[src/spc_consts.svh]
// Operation
// - code 08h for 720p 24-frame, 09h extended; 4125 samples per line
// - code 0Fh for 1080 25 segmented-frame extended; 2640 samples
// - code 0Eh for 1080 25 progressive extended; 2304 active words
// - code 13h for 1080 24 segmented extended; family 10h-13h has 2750
// - code 12h for 1080 24 progressive extended; 2400 active words
// - code 16h for 525-line (1716 samples), 18h for 625-line (1728)
// - 59.94 and 60 hz variants share one code, never told apart
// - insertion works only with processing enable and smpte mode pins high
// - disable bits clear on reset; writing a one to bits 0 to 6 disables that feature
// - bit 8 low: h input follows line blanking; high: follows trs h bit
// - bit 6 low in hd: payload id in luma only, if a format byte nonzero
// - bit 5 low: detect and correct illegal codes in active picture
// - bit 4 low in sd mode: generate and insert edh packets
// - bit 3 low: compute and insert ancillary packet checksums
// - bit 2 low in hd mode: insert line crc in luma and chroma
// - bit 1 low: insert line numbers in luma and chroma, hd only
// - bit 0 low: insert trs words, only with both mode pins high
// - 5-bit standard code in bits 14 to 10 of read-only status at 004h
// - code and interlace bit read zero while smpte mode or lock is low
`ifndef SPC_CONSTS_SVH
`define SPC_CONSTS_SVH

// ************************************************
// register map
// ************************************************
`define SPC_ADDR_W 12
`define SPC_DATA_W 16
`define SPC_ADDR_DISABLE 12'h000
`define SPC_ADDR_STATUS 12'h004
`define SPC_DISABLE_RESET 16'h0000
`define SPC_DISABLE_MASK 16'h017f
`define SPC_BIT_TRS 0
`define SPC_BIT_LNUM 1
`define SPC_BIT_CRC 2
`define SPC_BIT_CSUM 3
`define SPC_BIT_EDH 4
`define SPC_BIT_REMAP 5
`define SPC_BIT_PID 6
`define SPC_BIT_HCFG 8
`define SPC_ST_CODE_LO 10
`define SPC_ST_INTERLACE 9
`define SPC_ST_LOCK 8

// ************************************************
// raster figures and standard codes
// ************************************************
`define SPC_TOT_720_60 13'd1650
`define SPC_TOT_720_30 13'd3300
`define SPC_TOT_720_50 13'd1980
`define SPC_TOT_720_25 13'd3960
`define SPC_TOT_720_24 13'd4125
`define SPC_TOT_1080_30 13'd2200
`define SPC_TOT_1080_25 13'd2640
`define SPC_TOT_1080_24 13'd2750
`define SPC_TOT_1080_295 13'd2376
`define SPC_TOT_525 13'd1716
`define SPC_TOT_625 13'd1728
`define SPC_ACT_720 12'd1280
`define SPC_ACT_1080_25EM 12'd2304
`define SPC_ACT_1080_24EM 12'd2400
`define SPC_ACT_1080 12'd1920
`define SPC_ACT_SD 12'd1440
`define SPC_LINES_1035 11'd1035
`define SPC_LINES_507 11'd507
`define SPC_STD_720_24 5'h08
`define SPC_STD_1080I_30 5'h0a
`define SPC_STD_1080P_30 5'h0b
`define SPC_STD_1080I_25 5'h0c
`define SPC_STD_1080P_25 5'h0d
`define SPC_STD_1080P_25EM 5'h0e
`define SPC_STD_1080S_25EM 5'h0f
`define SPC_STD_1080P_24 5'h10
`define SPC_STD_1080S_24 5'h11
`define SPC_STD_1080P_24EM 5'h12
`define SPC_STD_1080S_24EM 5'h13
`define SPC_STD_1080_295 5'h14
`define SPC_STD_1035 5'h15
`define SPC_STD_525_487 5'h16
`define SPC_STD_525_507 5'h17
`define SPC_STD_625 5'h18
`define SPC_STD_525_487G 5'h19
`define SPC_STD_625G 5'h1a
`define SPC_STD_525_507G 5'h1b
`define SPC_STD_UNK_HD 5'h1d
`define SPC_STD_UNK_SD 5'h1e

`define SPC_PIN_PROC 0
`define SPC_PIN_SMPTE 1
`define SPC_PIN_LOCK 2
`define SPC_NUM_PINS 3

`endif

[src/spc_pkg.sv]
`include "spc_consts.svh"

package spc_pkg;

	// ************************************************
	// carriers
	// ************************************************
	typedef struct packed {
		logic [`SPC_ADDR_W-1:0] addr;
		logic [`SPC_DATA_W-1:0] wdata;
		logic wr;
		logic rd;
	} spc_bus_req_t;

	typedef struct packed {
		logic hd;
		logic interlaced;
		logic psf;
		logic [12:0] total_samples;
		logic [11:0] active_words;
		logic [10:0] active_lines;
	} spc_raster_t;

	typedef struct packed {
		logic h_follows_trs;
		logic payload_id_luma;
		logic remap;
		logic edh;
		logic anc_checksum;
		logic line_crc;
		logic line_number;
		logic trs;
	} spc_feature_en_t;

	typedef struct packed {
		logic [`SPC_NUM_PINS-1:0][2:0] sync;
		logic [`SPC_NUM_PINS-1:0] pin_q;
		logic [`SPC_DATA_W-1:0] disable_bits;
		logic [4:0] code;
		logic interlace;
		logic [`SPC_DATA_W-1:0] rdata;
		spc_feature_en_t feat;
	} spc_ctrl_state_t;

endpackage

[src/spc_std_detect.sv]
`timescale 1ns/1ps
`default_nettype none
`include "spc_consts.svh"

module spc_std_detect (
	input wire spc_pkg::spc_raster_t raster_in,
	output logic [4:0] code_out,
	output logic interlace_out
);
	import spc_pkg::*;

	logic ext;
	logic seg;
	logic tall;

	// ************************************************
	// raster to standard code
	// ************************************************
	// frame rate is never measured, so 59.94 and 60 share a code
	always_comb begin
		ext = raster_in.active_words != `SPC_ACT_SD;
		seg = raster_in.interlaced | raster_in.psf;
		tall = raster_in.active_lines >= `SPC_LINES_507;
		interlace_out = raster_in.interlaced;
		code_out = raster_in.hd ? `SPC_STD_UNK_HD : `SPC_STD_UNK_SD;
		if (raster_in.hd) begin
			case (raster_in.total_samples)
				`SPC_TOT_720_60: code_out = {4'h0, raster_in.active_words != `SPC_ACT_720};
				`SPC_TOT_720_30: code_out = {4'h1, raster_in.active_words != `SPC_ACT_720};
				`SPC_TOT_720_50: code_out = {4'h2, raster_in.active_words != `SPC_ACT_720};
				`SPC_TOT_720_25: code_out = {4'h3, raster_in.active_words != `SPC_ACT_720};
				`SPC_TOT_720_24: code_out = {4'h4,
					raster_in.active_words != `SPC_ACT_720};
				`SPC_TOT_1080_30: begin
					if (raster_in.active_lines == `SPC_LINES_1035)
						code_out = `SPC_STD_1035;
					else
						code_out = seg ? `SPC_STD_1080I_30 : `SPC_STD_1080P_30;
				end
				`SPC_TOT_1080_25: begin
					if (raster_in.active_words == `SPC_ACT_1080_25EM)
						code_out = seg ? `SPC_STD_1080S_25EM : `SPC_STD_1080P_25EM;
					else
						code_out = seg ? `SPC_STD_1080I_25 : `SPC_STD_1080P_25;
				end
				`SPC_TOT_1080_24: begin
					if (raster_in.active_words == `SPC_ACT_1080_24EM)
						code_out = seg ? `SPC_STD_1080S_24EM : `SPC_STD_1080P_24EM;
					else
						code_out = seg ? `SPC_STD_1080S_24 : `SPC_STD_1080P_24;
				end
				`SPC_TOT_1080_295: code_out = `SPC_STD_1080_295;
				default: code_out = `SPC_STD_UNK_HD;
			endcase
		end else if (raster_in.total_samples == `SPC_TOT_525) begin
			if (ext)
				code_out = tall ? `SPC_STD_525_507G : `SPC_STD_525_487G;
			else
				code_out = tall ? `SPC_STD_525_507 : `SPC_STD_525_487;
		end else if (raster_in.total_samples == `SPC_TOT_625) begin
			code_out = (raster_in.active_words == `SPC_ACT_SD) ?
				`SPC_STD_625 : `SPC_STD_625G;
		end
	end

endmodule

`default_nettype wire

[src/spc_proc_ctrl.sv]
`timescale 1ns/1ps
`default_nettype none
`include "spc_consts.svh"

module spc_proc_ctrl (
	input wire logic clock_in,
	input wire logic rst_in,
	input wire spc_pkg::spc_bus_req_t bus_in,
	output logic [`SPC_DATA_W-1:0] rdata_out,
	input wire logic processing_enable_pin_in,
	input wire logic smpte_mode_pin_in,
	input wire logic pll_lock_output_in,
	input wire logic flywheel_lock_in,
	input wire logic payload_format_nonzero_in,
	input wire spc_pkg::spc_raster_t raster_in,
	output spc_pkg::spc_feature_en_t feature_en_out,
	output logic [4:0] video_std_code_out,
	output logic interlace_out
);
	import spc_pkg::*;

	spc_ctrl_state_t st_reg;
	spc_ctrl_state_t st_next;
	logic [4:0] det_code;
	logic det_interlace;
	logic gate;
	logic std_valid;
	logic [`SPC_NUM_PINS-1:0] pins;

	// ************************************************
	// standard detection
	// ************************************************
	spc_std_detect detect_inst (
		.raster_in(raster_in),
		.code_out(det_code),
		.interlace_out(det_interlace)
	);

	assign pins = {pll_lock_output_in, smpte_mode_pin_in,
		processing_enable_pin_in};
	assign gate = st_reg.pin_q[`SPC_PIN_PROC] &
		st_reg.pin_q[`SPC_PIN_SMPTE];
	assign std_valid = st_reg.pin_q[`SPC_PIN_SMPTE] & st_reg.pin_q[`SPC_PIN_LOCK];

	// ************************************************
	// next state
	// ************************************************
	always_comb begin
		st_next = st_reg;
		// three stages; a pin change counts once stage two and three agree
		for (int i = 0; i < `SPC_NUM_PINS; i++) begin
			st_next.sync[i] = {st_reg.sync[i][1:0], pins[i]};
			if (st_reg.sync[i][1] == st_reg.sync[i][2])
				st_next.pin_q[i] = st_reg.sync[i][2];
		end
		// host write: only documented bits take a one
		if (bus_in.wr && bus_in.addr == `SPC_ADDR_DISABLE)
			st_next.disable_bits = bus_in.wdata & `SPC_DISABLE_MASK;
		// status clears while mode pin or lock is low
		if (std_valid) begin
			st_next.code = det_code;
			st_next.interlace = det_interlace;
		end else begin
			st_next.code = 5'h00;
			st_next.interlace = 1'b0;
		end
		// read data stands one cycle only, zero elsewhere
		st_next.rdata = 16'h0000;
		if (bus_in.rd) begin
			if (bus_in.addr == `SPC_ADDR_DISABLE) begin
				st_next.rdata = st_reg.disable_bits;
			end else if (bus_in.addr == `SPC_ADDR_STATUS) begin
				st_next.rdata[`SPC_ST_CODE_LO+:5] = st_reg.code;
				st_next.rdata[`SPC_ST_INTERLACE] = st_reg.interlace;
				st_next.rdata[`SPC_ST_LOCK] = flywheel_lock_in;
			end
		end
		// feature enables for the insertion datapaths
		st_next.feat.trs = gate & ~st_reg.disable_bits[`SPC_BIT_TRS];
		st_next.feat.line_number = gate & raster_in.hd &
			~st_reg.disable_bits[`SPC_BIT_LNUM];
		st_next.feat.line_crc = gate & raster_in.hd &
			~st_reg.disable_bits[`SPC_BIT_CRC];
		st_next.feat.anc_checksum = gate &
			~st_reg.disable_bits[`SPC_BIT_CSUM];
		st_next.feat.edh = gate & ~raster_in.hd &
			~st_reg.disable_bits[`SPC_BIT_EDH];
		st_next.feat.remap = gate &
			~st_reg.disable_bits[`SPC_BIT_REMAP];
		// luma only; chroma never carries the payload id
		st_next.feat.payload_id_luma = gate & raster_in.hd &
			payload_format_nonzero_in &
			~st_reg.disable_bits[`SPC_BIT_PID];
		// timing selection is not a packet feature, so no pin gate
		st_next.feat.h_follows_trs = st_reg.disable_bits[`SPC_BIT_HCFG];
	end

	// ************************************************
	// state register
	// ************************************************
	always_ff @(posedge clock_in) begin
		if (rst_in) begin
			st_reg <= '0;
		end else begin
			st_reg <= st_next;
		end
	end

	assign rdata_out = st_reg.rdata;
	assign feature_en_out = st_reg.feat;
	assign video_std_code_out = st_reg.code;
	assign interlace_out = st_reg.interlace;
endmodule

`default_nettype wire

[config.mk]
export PLATFORM = sky130hd
export DESIGN_NAME = spc_proc_ctrl
export DESIGN_NICKNAME = d
export VERILOG_FILES = /design/src/spc_pkg.sv /design/src/spc_std_detect.sv /design/src/spc_proc_ctrl.sv
export VERILOG_INCLUDE_DIRS = /design/src /design/src/src
export SDC_FILE = /design/constraint.sdc
export NUM_CORES = 1
export LEC_CHECK = 0
export ABC_AREA = 0
export BUFFER_PORTS_ARGS = -buffer_cell sky130_fd_sc_hd__buf_2
export CAP_MARGIN = 40
export CORE_MARGIN = 5
export CORE_UTILIZATION = 38
export CTS_CLUSTER_SIZE = 40
export DETAILED_ROUTE_END_ITERATION = 8
export PLACE_DENSITY = 0.67
export SETUP_SLACK_MARGIN = 0.5
export SLEW_MARGIN = 5
export SYNTH_ARGS = -nofsm -noshare
export SYNTH_HDL_FRONTEND = slang
export SYNTH_SLANG_ARGS = --single-unit
[constraint.sdc]
create_clock -name clock_in -period 1.9 [get_ports clock_in]
set_input_delay 0.095 -clock clock_in [delete_from_list [all_inputs] [get_ports clock_in]]
set_output_delay 0.095 -clock clock_in [all_outputs]
set_load 0.03 [all_outputs]
* After elaboration in Yosys (flattened, before gate mapping)
Index checks and enable logic that the tools add are counted.
Word-level totals: logic and storage cells 91, input port bits 76, register bits 48
Operators by class: eq/ne operators 21, reduce and logical (&&, ||, !) cells 6, order comparisons 1, bitwise logic cells 25, mux-type cells 18
Operators with widths (count):
- 13-bit by 12-bit equality test with 1-bit output (second input constant) | 6
- 13-bit by 11-bit equality test with 1-bit output (second input constant) | 4
- 5-bit case mux with 9 select lines | 1
- 5-bit two-way mux | 7
- 12-bit equality test (second input constant) | 2
- 12-bit by 11-bit inequality test with 1-bit output (second input constant) | 2
- 13-bit equality test (second input constant) | 1
- 1-bit AND | 12
- 12-bit by 11-bit equality test with 1-bit output (second input constant) | 1
- 12-bit by 3-bit equality test with 1-bit output (second input constant) | 1
- 12-bit logical NOT | 1
- 1-bit inverter | 12
- 11-bit equality test (second input constant) | 1
- 11-bit by 9-bit greater-or-equal comparator with 1-bit output (second input constant) | 1
- 1-bit two-way mux | 8
- 2-bit two-way mux | 2
- 2-bit OR reduction | 2
- 4-bit OR reduction | 1
- 1-bit equality test | 3
- 3-bit OR reduction | 1
- 1-bit logical AND | 1
- 1-bit OR | 1

* Logic depth before layout (Yosys ltp)
Gate-level depths: netlist (run 1).
word-level depth 5, gate-level depth with buffers 6

* Modules after synthesis
From an unflattened synthesis (run 1), not the netlist that was laid out.
Unflattened totals: cell total of the unflattened synthesis 253, area total of the unflattened synthesis 2376.0 um^2
Modules (own cells, without submodules):
- spc_proc_ctrl | cells an instance 155, area each 1712.9 um^2, times used 1
- spc_std_detect | cells an instance 98, area each 663.1 um^2, times used 1

* Least setup slack after synthesis (run 1)
No wires, ideal clock.
path kind in2reg, from input raster_in[20] in the netlist's numbering, to register st_reg (netlist bit video_std_code_out[0]), data required time 1.771 ns, path buffers 0, data arrival time 1.569 ns, stages on the path 6, path slack 0.202 ns, path through nand2b_4 or4b_4 or4_4 o21ba_1 o21ai_1 a31oi_1
Between the ends: longest elaborated chain between the ends 4, elaborated cells on any way between the ends 10
RTL lines:
- start, declared | RTL line spc_proc_ctrl.sv:15 | input wire spc_pkg::spc_raster_t raster_in,
- 12-bit equality test (no line) or 12-bit by 11-bit inequality test with 1-bit output (tied branches)
- 5-bit two-way mux (on tied branches) | RTL line spc_std_detect.sv:47, spc_std_detect.sv:41, spc_std_detect.sv:56
- 5-bit case mux with 9 select lines or 5-bit two-way mux (tied branches) | RTL line spc_std_detect.sv:27, spc_std_detect.sv:55
- 5-bit two-way mux * | RTL line spc_std_detect.sv:26 | if (raster_in.hd) begin
- end signal, assigned | RTL line spc_proc_ctrl.sv:105 | st_reg <= st_next;
- end, declared | RTL line spc_proc_ctrl.sv:22 | spc_ctrl_state_t st_reg;
Mark *: on every way between the ends. The rest lies on a longest branch, timed or not. A chain may end at the register's enable or synchronous reset.

* Worst setup path in the final report (run 1)
Same ends and word-level chain as after synthesis.

==> results of run 1 <==
[final timing paths]
check,end,cells after the start
max,video_std_code_out[0]$_SDFF_PP0_,7
min,st_next[56]$_SDFF_PP0_,2
max reg2reg,video_std_code_out[3]$_SDFF_PP0_,4
min reg2reg,feature_en_out[0]$_SDFF_PP0_,1
[critical path, delay by kind of cell]
kind | cells | cell delay (ps)
compound gates | 3 | 370
buf+inv | 1 | 90
simple gates | 3 | 1070
[metrics by stage]
stage | cell area, sq um | setup WS, ps | power [W] | util, %
final | 2830 | 446 | 0.00190 | 48.4
after global routing | 2830 | 402 | 0.00198 | 48.4
after CTS | 2790 | 462 | 0.00191 | 47.6
after detailed placement | 2640 | 14.9 | 0.00120 | 45.1
after global placement | 2640 | 36.7 | 0.00119 | 45.1
after floorplan | 2270 | 202 | 0.00110 | -
[where the power goes]
group,switching (W),internal [W]
sequential,0.00000256,0.00101
clock,0.000325,0.000391
combinational,0.0000822,0.0000858
total,0.000410,0.00149
[what timing repair did]
item                                   in CTS  in global routing
resized for setup                           5                  7
hold buffers                                1                  0
buffers inserted                            1                  0
endpoints found under the hold margin       1                  0
pin swaps                                   8                  3
setup endpoints to repair                   4                 11
[area by class of cell]
cell class / count / area (sq um)
fillers: 569 / 3020
multi-input cells: 165 / 1140
flip-flops and latches: 48 / 961
repair buffers: 101 / 529
well taps: 75 / 93.8
clock buffers: 6 / 72.6
clock inverters: 2 / 35.0
inverters: 1 / 3.75
[metal layers]
| metal | wire length [microns] | vias up | share of wire [%] |
|---|---|---|---|
| met5 | 0 | - | 0 |
| met4 | 79 | 0 | 1.6 |
| met3 | 370 | 7 | 7.4 |
| met2 | 2350 | 63 | 47 |
| met1 | 2230 | 851 | 44 |
| li1 | - | 999 | - |
[cell usage after synthesis, drive strengths merged]
cell type,n
o41ai,1
nor2,24
or3b,1
a31oi,5
o211ai,1
nand3b,1
a21oi,6
o31ai,2
nand3,8
dfxtp,48
conb,1
nor4bb,6
nor2b,12
and2,14
nor3,4
or2,1
a41oi,1
o21ai,7
and3,2
buf,29
nand2b,4
nor3b,4
or4b,1
nand2,15
and4bb,1
and4b,3
and3b,2
nor4,7
nor4b,1
and2b,1
o21a,2
o21ba,1
o2111a,1
or3,3
or4,3
nand4,4
inv,1
and4,3
clkbuf,4
o32ai,1
mux2i,10
[cells by family after synthesis]
family	count (synthesis)	synth area share (%)
mux	10	4.42
other cells	1	0.166
compound gates	28	8.30
flops	48	42.5
buf+inv	34	10.5
simple gates	125	34.1
==> reports/metrics.cfg, run 1 <==
[outcome]
status = finished clean

[worst_setup_path]
worstSetupPathType = primary input to flop
crit_path_start_kind = primary input
cpPeakStageDelay_ps = 480
r2r_start = st_reg[47]$_SDFFE_PP0N_
crit_path_max_fanout = 4
critPathLaunch = raster_in[20]
crit_arrival_ps = 1630
required_ps = 2070
worst_setup_path_end_kind = flop
rrSetupSlack_ps = 870
cp_slowest_cell = or4b_4
path_cells = buf_6 > nand2b_4 > or4b_4 > or4_4 > o21ba_1 > o21ai_1 > a31oi_1

[yosys]
synth_cell_types = 50
ys_ff_latch = 48
syn_area_per_cell_sq_um = 9.20
synth_top_area_share_pct = 42.5
yosys_warnings = 0
synth_area_sq_um = 2260
synth_top_area_cell = dfxtp_1
synth_cells = 246
synth_area_leaders = dfxtp_1, buf_4, mux2i_1
yosysSeqAreaShare_pct = 42.5

[global_routing]
grt_max_degree = 24
grt_pass1_wl_microns = 8110
top_usage_layer = met2
grt_pass1_vias = 1837
grt_usage_pct = 13.5
globalRouteMet1Util_pct = 16.2
overflow = 0
grt_use_met3_pct = 3.88
gr-usage-met2_pct = 22.9
antenna_found_initial = 0

[timing]
hold_violations = 0
min_period_ps = 1450
slew_viol_final = 0
worst_pin_slew_ps = 541
finalSetupTns_ps = 0
rsz0062_at_grt = true
post-route-period-util_pct = 76.5
setup_viol = 0
fmax_mhz = 688
holdWs_ps = 6.21
fin_skew_ps = 6.06
maxSlewHeadroom_pct = 63.8

[hold_path]
min_from = pll_lock_output_in
hold_path_class = primary input to flop

[place]
port_buffers = 95
place.gp.congestion = 0.854
post-dp-hpwl_microns = 4070
dp.cells = 388

[drt]
vias = 1920
drt_iter0_drc = 56
dr.pass1.iters = 4
post_drt_wl_per_cell_microns = 12.6
ant_nets = 0
drc = 0
totalWireLength_microns = 5030
viasPerCell = 4.82

[clock_network]
cts_num_sinks = 48
clk_pin_slew_worst_paths_ps = 80
cts_buffers = 5
cts_max_level = 2
ctsRootBufferMaster = clkbuf_8
clock_latency_ps = 300
clock_path_buffers = 2
cts_tree = done

[finish]
final_cells = 398
largest_register_ffs = 14
final_common_cell = buf_2
syn_to_final_growth_pct = 25.2
drive_gt1_share_pct = 39.9
final_cell_mix = buf_2, dfxtp_1, nor2_1, nand2_1, and2_1
final_nets = 398
diodes = 0

[floorplanning]
fp.dieW_microns = 87.2
io_pins = 106
rows = 28
core_area_sq_um = 5850
floorplan.initialDensity_pct = 38.7
chipHeight_microns = 87.2
dieArea_sq_um = 7600

[pwr]
vdd_ir_drop_max_v = 0.000311
power.density_nw_per_um2 = 670
p_leak_nw = 1.38

[run]
max_cap_viol_count = 0

Power figures use the tool's default switching activity.
==> run 2, diff against run 1 <==
Settings changed: ABC_AREA 0 to 1, PLACE_DENSITY 0.67 to 0.66.
Clock period 1.9 ns to 1.5 ns, I/O delays scaled along.
==> reports/metrics.cfg, run 2 <==
[pwr]
pwr-share-clk_pct = 30.8
seq_power_share_pct = 56.0
switching_power_w = 0.000564
p_comb_share_pct = 13.2
p_int_w = 0.00173
vdd_ir_drop_max_v = 0.000367
swShare_pct = 24.6
p_leak_nw = 1.54
power.density_nw_per_um2 = 708

[yosys]
synth_area_sq_um = 2530
synth-async-reset-ratio_pct = 0
synth_top_area_share_pct = 37.9
syn_area_per_cell_sq_um = 6.76
ys_top_cells_by_count = nor2_1, nand2_1, inv_1
yosys_warnings = 0
synth_area_leaders = dfxtp_1, nor2_1, nand2_1
synth_top_area_cell = dfxtp_1
ys_ff_latch = 48
synth_edf_count = 0
synth_cells = 375
synth_cell_types = 31
yosysMostFrequentCell = nor2_1
yosysSeqAreaShare_pct = 37.9
ys.flop_type = dfxtp_1

[timing]
fin_skew_ps = 3.22
fin_ws_ps = 544
fmax_mhz = 1050
min_period_ps = 956
rsz0062_at_grt = true
slew_viol_final = 0
setup_viol = 0
post-route-period-util_pct = 63.8
finalSetupTns_ps = 0
hold_violations = 0

[drt]
wl_met3_microns = 340
dr.pass1.iters = 4
drc = 0
post_drt_wl_per_cell_microns = 10.5
totalWireLength_microns = 5610
highest_layer = met4
wl_met1_microns = 2450
ant_nets = 0
viasPerCell = 4.44
vias = 2376
drt_iter0_drc = 88
dr_wl_met2_microns = 2770

[clock_network]
ctsRootBufferMaster = clkbuf_8
cts_num_sinks = 48
cts_max_level = 2
cts_buffers = 5
clk_pin_slew_worst_paths_ps = 80
clock_path_buffers = 2
cts_tree = done
clock_latency_ps = 290

[place]
port_buffers = 95
post-dp-hpwl_microns = 4540
place_worst_setup_slack_ps = 184
place.gp.congestion = 0.849

[hold_path]
hold_path_class = primary input to flop

[global_routing]
grt_pass1_wl_microns = 8890
grt_usage_pct = 12.7
grt_max_degree = 17
overflow = 0
antenna_found_initial = 0
grt_pass1_vias = 2090

[run]
max_cap_viol_count = 0

[finish]
syn_to_final_growth_pct = 27.8
diodes = 0
final_cell_mix = buf_2, nor2_1, inv_1, nand2_1, dfxtp_1
drive_gt1_share_pct = 38.0
largest_register_ffs = 14
final_common_cell = buf_2
fillers = 643
final_nets = 534

[floorplanning]
floorplan.initialDensity_pct = 39.5
chipHeight_microns = 91.7
rows = 29
core_area_sq_um = 6420
fp.dieW_microns = 91.7
dieArea_sq_um = 8400
io_pins = 106

[outcome]
status = finished clean

[worst_setup_path]
crit_path_max_fanout = 16
crit_arrival_ps = 1140
worst_setup_path_end_kind = flop
crit_path_start_kind = primary input
required_ps = 1680
worstSetupPathType = primary input to flop

==> run 2: changes by cell type after synthesis, sizes merged, moves of 9 or more <==
cell   previous run  this run
nor2             24        84
and2             14         1
a21oi             6        15
mux2i            10         0
nor2b            12         0
nor3              4        13
nand3             8        24
inv               1        62
nand2            15        66
==> run 2: timing repair <==
item	CTS	global route
endpoints found under the hold margin	4	0
setup endpoints to repair	13	19
gates resized for setup	2	67
pin swaps	0	30
buffers inserted	0	7
hold buffers	4	0
==> run 2: power by group through the flow <==
stage | Combinational [W] | Sequential [W] | Clock [W]
floorplan | 0.000124 | 0.00132 | 0
global placement | 0.000245 | 0.00132 | 0
detailed placement | 0.000250 | 0.00132 | 0
CTS | 0.000259 | 0.00129 | 0.000740
global route | 0.000339 | 0.00129 | 0.000800
finish | 0.000304 | 0.00129 | 0.000706
==> run 2: metrics by stage <==
stage / std cells / utilization, % / power [W] / instance area [sq um] / hold slack (ps)
6_report: 535 / 50.5 / 0.00230 / 3240 / 11.7
5_1_grt: 535 / 50.5 / 0.00243 / 3240 / 11.3
4_1_cts: 528 / 46.8 / 0.00229 / 3010 / 3.30
3_5_place_dp: 517 / 44.8 / 0.00157 / 2880 / 284
3_3_place_gp: 517 / 44.8 / 0.00156 / 2880 / 282
2_1_floorplan: 376 / - / 0.00144 / 2540 / 152
==> run 2: layout make-up <==
type | count | area, sq um | share of cell area [%]
multi-input combinational | 234 | 1250 | 38.6
sequential | 48 | 962 | 29.7
timing repair buffer | 107 | 612 | 18.9
inverter | 62 | 238 | 7.34
tap | 77 | 96.3 | 2.97
clock buffer | 5 | 68.8 | 2.12
clock inverter | 2 | 12.5 | 0.386
==> run 2: final timing paths <==
path / depth (start not counted) / slack, ps / startpoint / end
worst max register to register: 4 / 570 / st_reg[47]$_SDFFE_PP0N_ / video_std_code_out[2]$_SDFF_PP0_
worst max-delay path: 6 / 540 / bus_in[19] / st_reg[34]$_SDFFE_PP0P_
worst min register to register: 2 / 400 / st_next[50]$_SDFF_PP0_ / st_next[51]$_SDFF_PP0_
worst min-delay path: 3 / 10 / raster_in[37] / interlace_out$_SDFF_PP0_
==> run 2: cells by family (layout without fill, tap and decap cells) <==
kind of cell           Yosys count  count (layout)  share of synthesized area, %
DFF                             48              48                          37.9
buffers and inverters           94             176                          18.8
other                            1               2                         0.148
AOI/OAI and AO/OA               30              30                          6.37
and+or+nand+nor                202             202                          36.8
==> run 2: worst max-delay path, cell delays in order <==
cell     delay, ps
buf_2           90
or3_4          400
nor2_4         150
nand3_4        180
o21ai_0        190
a21oi_1         60
==> run 2: routing by layer <==
metal / up-vias / global-route usage, %
li1: 1298 / -
met1: 1015 / 15.8
met2: 59 / 21.3
met3: 4 / 3.52
met4: 0 / 4.02
met5: - / 0
==> run 3, diff against run 2 <==
Settings changed: PLACE_DENSITY 0.66 to 0.68.
Clock period 1.5 ns to 0.85 ns, I/O delays scaled along.
==> reports/metrics.cfg, run 3 (synthesized netlist as in run 2, its figures left out) <==
[outcome]
status = finished, violations left
violations = negative hold slack, negative setup slack

[global_routing]
grt_pass1_wl_microns = 10800
grt_usage_pct = 15.6
grt_pass1_vias = 2510
overflow = 0
antenna_found_initial = 0
grt_max_degree = 17

[drt]
vias = 2593
totalWireLength_microns = 6750
post_drt_wl_per_cell_microns = 12.0
drc = 0
dr.pass1.iters = 5
ant_nets = 0
drt_iter0_drc = 63
viasPerCell = 4.62

[timing]
fmax_mhz = 1020
slew_viol_final = 0
post-route-period-util_pct = 116
hold_violations = 4
fin_ws_ps = -134
setup_viol = 26
finalSetupTns_ps = -1070
min_period_ps = 984
holdWs_ps = -70.0
fin_skew_ps = 3.91
rsz0062_at_grt = true

[clock_network]
clk_pin_slew_worst_paths_ps = 90
cts_tree = done
cts_max_level = 2
clock_latency_ps = 310
cts_buffers = 5
clock_path_buffers = 2
ctsRootBufferMaster = clkbuf_8
cts_num_sinks = 48

[finish]
syn_to_final_growth_pct = 53.4
diodes = 0
final_nets = 559
drive_gt1_share_pct = 58.1
largest_register_ffs = 14
final_cell_mix = buf_2, nand2_1, nor2_1, inv_1, dfxtp_2
final_common_cell = buf_2

[worst_setup_path]
worstSetupPathType = flop to flop
crit_path_max_fanout = 5
required_ps = 1090
path_cells = inv_2 > nor3_4 > o21ai_1 > a21oi_1
worst_setup_path_end_kind = flop
crit_path_start_kind = flop
cp_slowest_cell = dfxtp_2
cpPeakStageDelay_ps = 350
crit_arrival_ps = 1220

[floorplanning]
rows = 29
dieArea_sq_um = 8400
chipHeight_microns = 91.7
floorplan.initialDensity_pct = 39.5
io_pins = 106
fp.dieW_microns = 91.7
core_area_sq_um = 6420

[place]
place.gp.congestion = 0.906
place_worst_setup_slack_ps = -495
port_buffers = 95
post-dp-hpwl_microns = 4910

[pwr]
vdd_ir_drop_max_v = 0.000746
power.density_nw_per_um2 = 1150
p_leak_nw = 1.76

[run]
max_cap_viol_count = 0

[hold_path]
hold_path_class = primary input to flop

-- run 3: through the flow --
step                util [%]  instances  power (W)  hold WS [ps]  instance area (sq um)
finish                  60.5        561    0.00448         -70.0                   3890
global route            60.5        561    0.00467         -56.1                   3890
CTS                     57.0        555    0.00443         -65.3                   3660
detailed placement      49.6        544    0.00285           261                   3190
global placement        49.6        544    0.00285           260                   3190
floorplan                  -        376    0.00257           112                   2770
-- run 3: critical path, delay by kind of cell, from the launching register on --
family	cells	cell delay (ps)
DFF	1	350
AOI/OAI and AO/OA	2	250
buffers and inverters	1	50
and+or+nand+nor	1	270
-- run 3: per-layer routing --
layer / routed length [microns] / vias up / GRT usage, % / part of all wire (%)
met5: 0 / - / 0 / 0
met1: 2880 / 1166 / 19.2 / 43
met3: 267 / 14 / 2.62 / 4.0
met2: 3450 / 63 / 27.1 / 51
met4: 154 / 0 / 5.90 / 2.3
li1: - / 1350 / - / -
-- run 3: timing repair --
item	CTS	global route
gates cloned	1	0
pin swaps	21	26
gates resized for setup	107	66
endpoints found under the setup margin	73	73
endpoints found under the hold margin	10	5
buffers inserted	2	6
-- run 3: final timing paths --
check | startpoint | to | slack, ps | depth (start not counted)
max reg2reg | st_reg[48]$_SDFFE_PP0N_ | video_std_code_out[2]$_SDFF_PP0_ | -130 | 4
min reg2reg | st_next[50]$_SDFF_PP0_ | st_next[51]$_SDFF_PP0_ | 400 | 2
min | processing_enable_pin_in | st_next[50]$_SDFF_PP0_ | -70 | 3
max | st_reg[48]$_SDFFE_PP0N_ | video_std_code_out[2]$_SDFF_PP0_ | -130 | 4
-- run 3: final cells by class --
| cell class | instances | area, sq um |
|---|---|---|
| clock buffers | 6 | 93.8 |
| clock inverters | 2 | 16.3 |
| fillers | 552 | 2530 |
| inverters | 62 | 253 |
| multi-input cells | 235 | 1450 |
| flip-flops and latches | 48 | 1010 |
| well taps | 77 | 96.3 |
| repair buffers | 131 | 967 |
-- run 3: power by group --
part           internal [W]  switching, W  leakage (nW)
Combinational      0.000292      0.000350          1.30
Sequential          0.00226    0.00000794         0.407
Clock              0.000768      0.000803        0.0530
Total               0.00332       0.00116          1.76
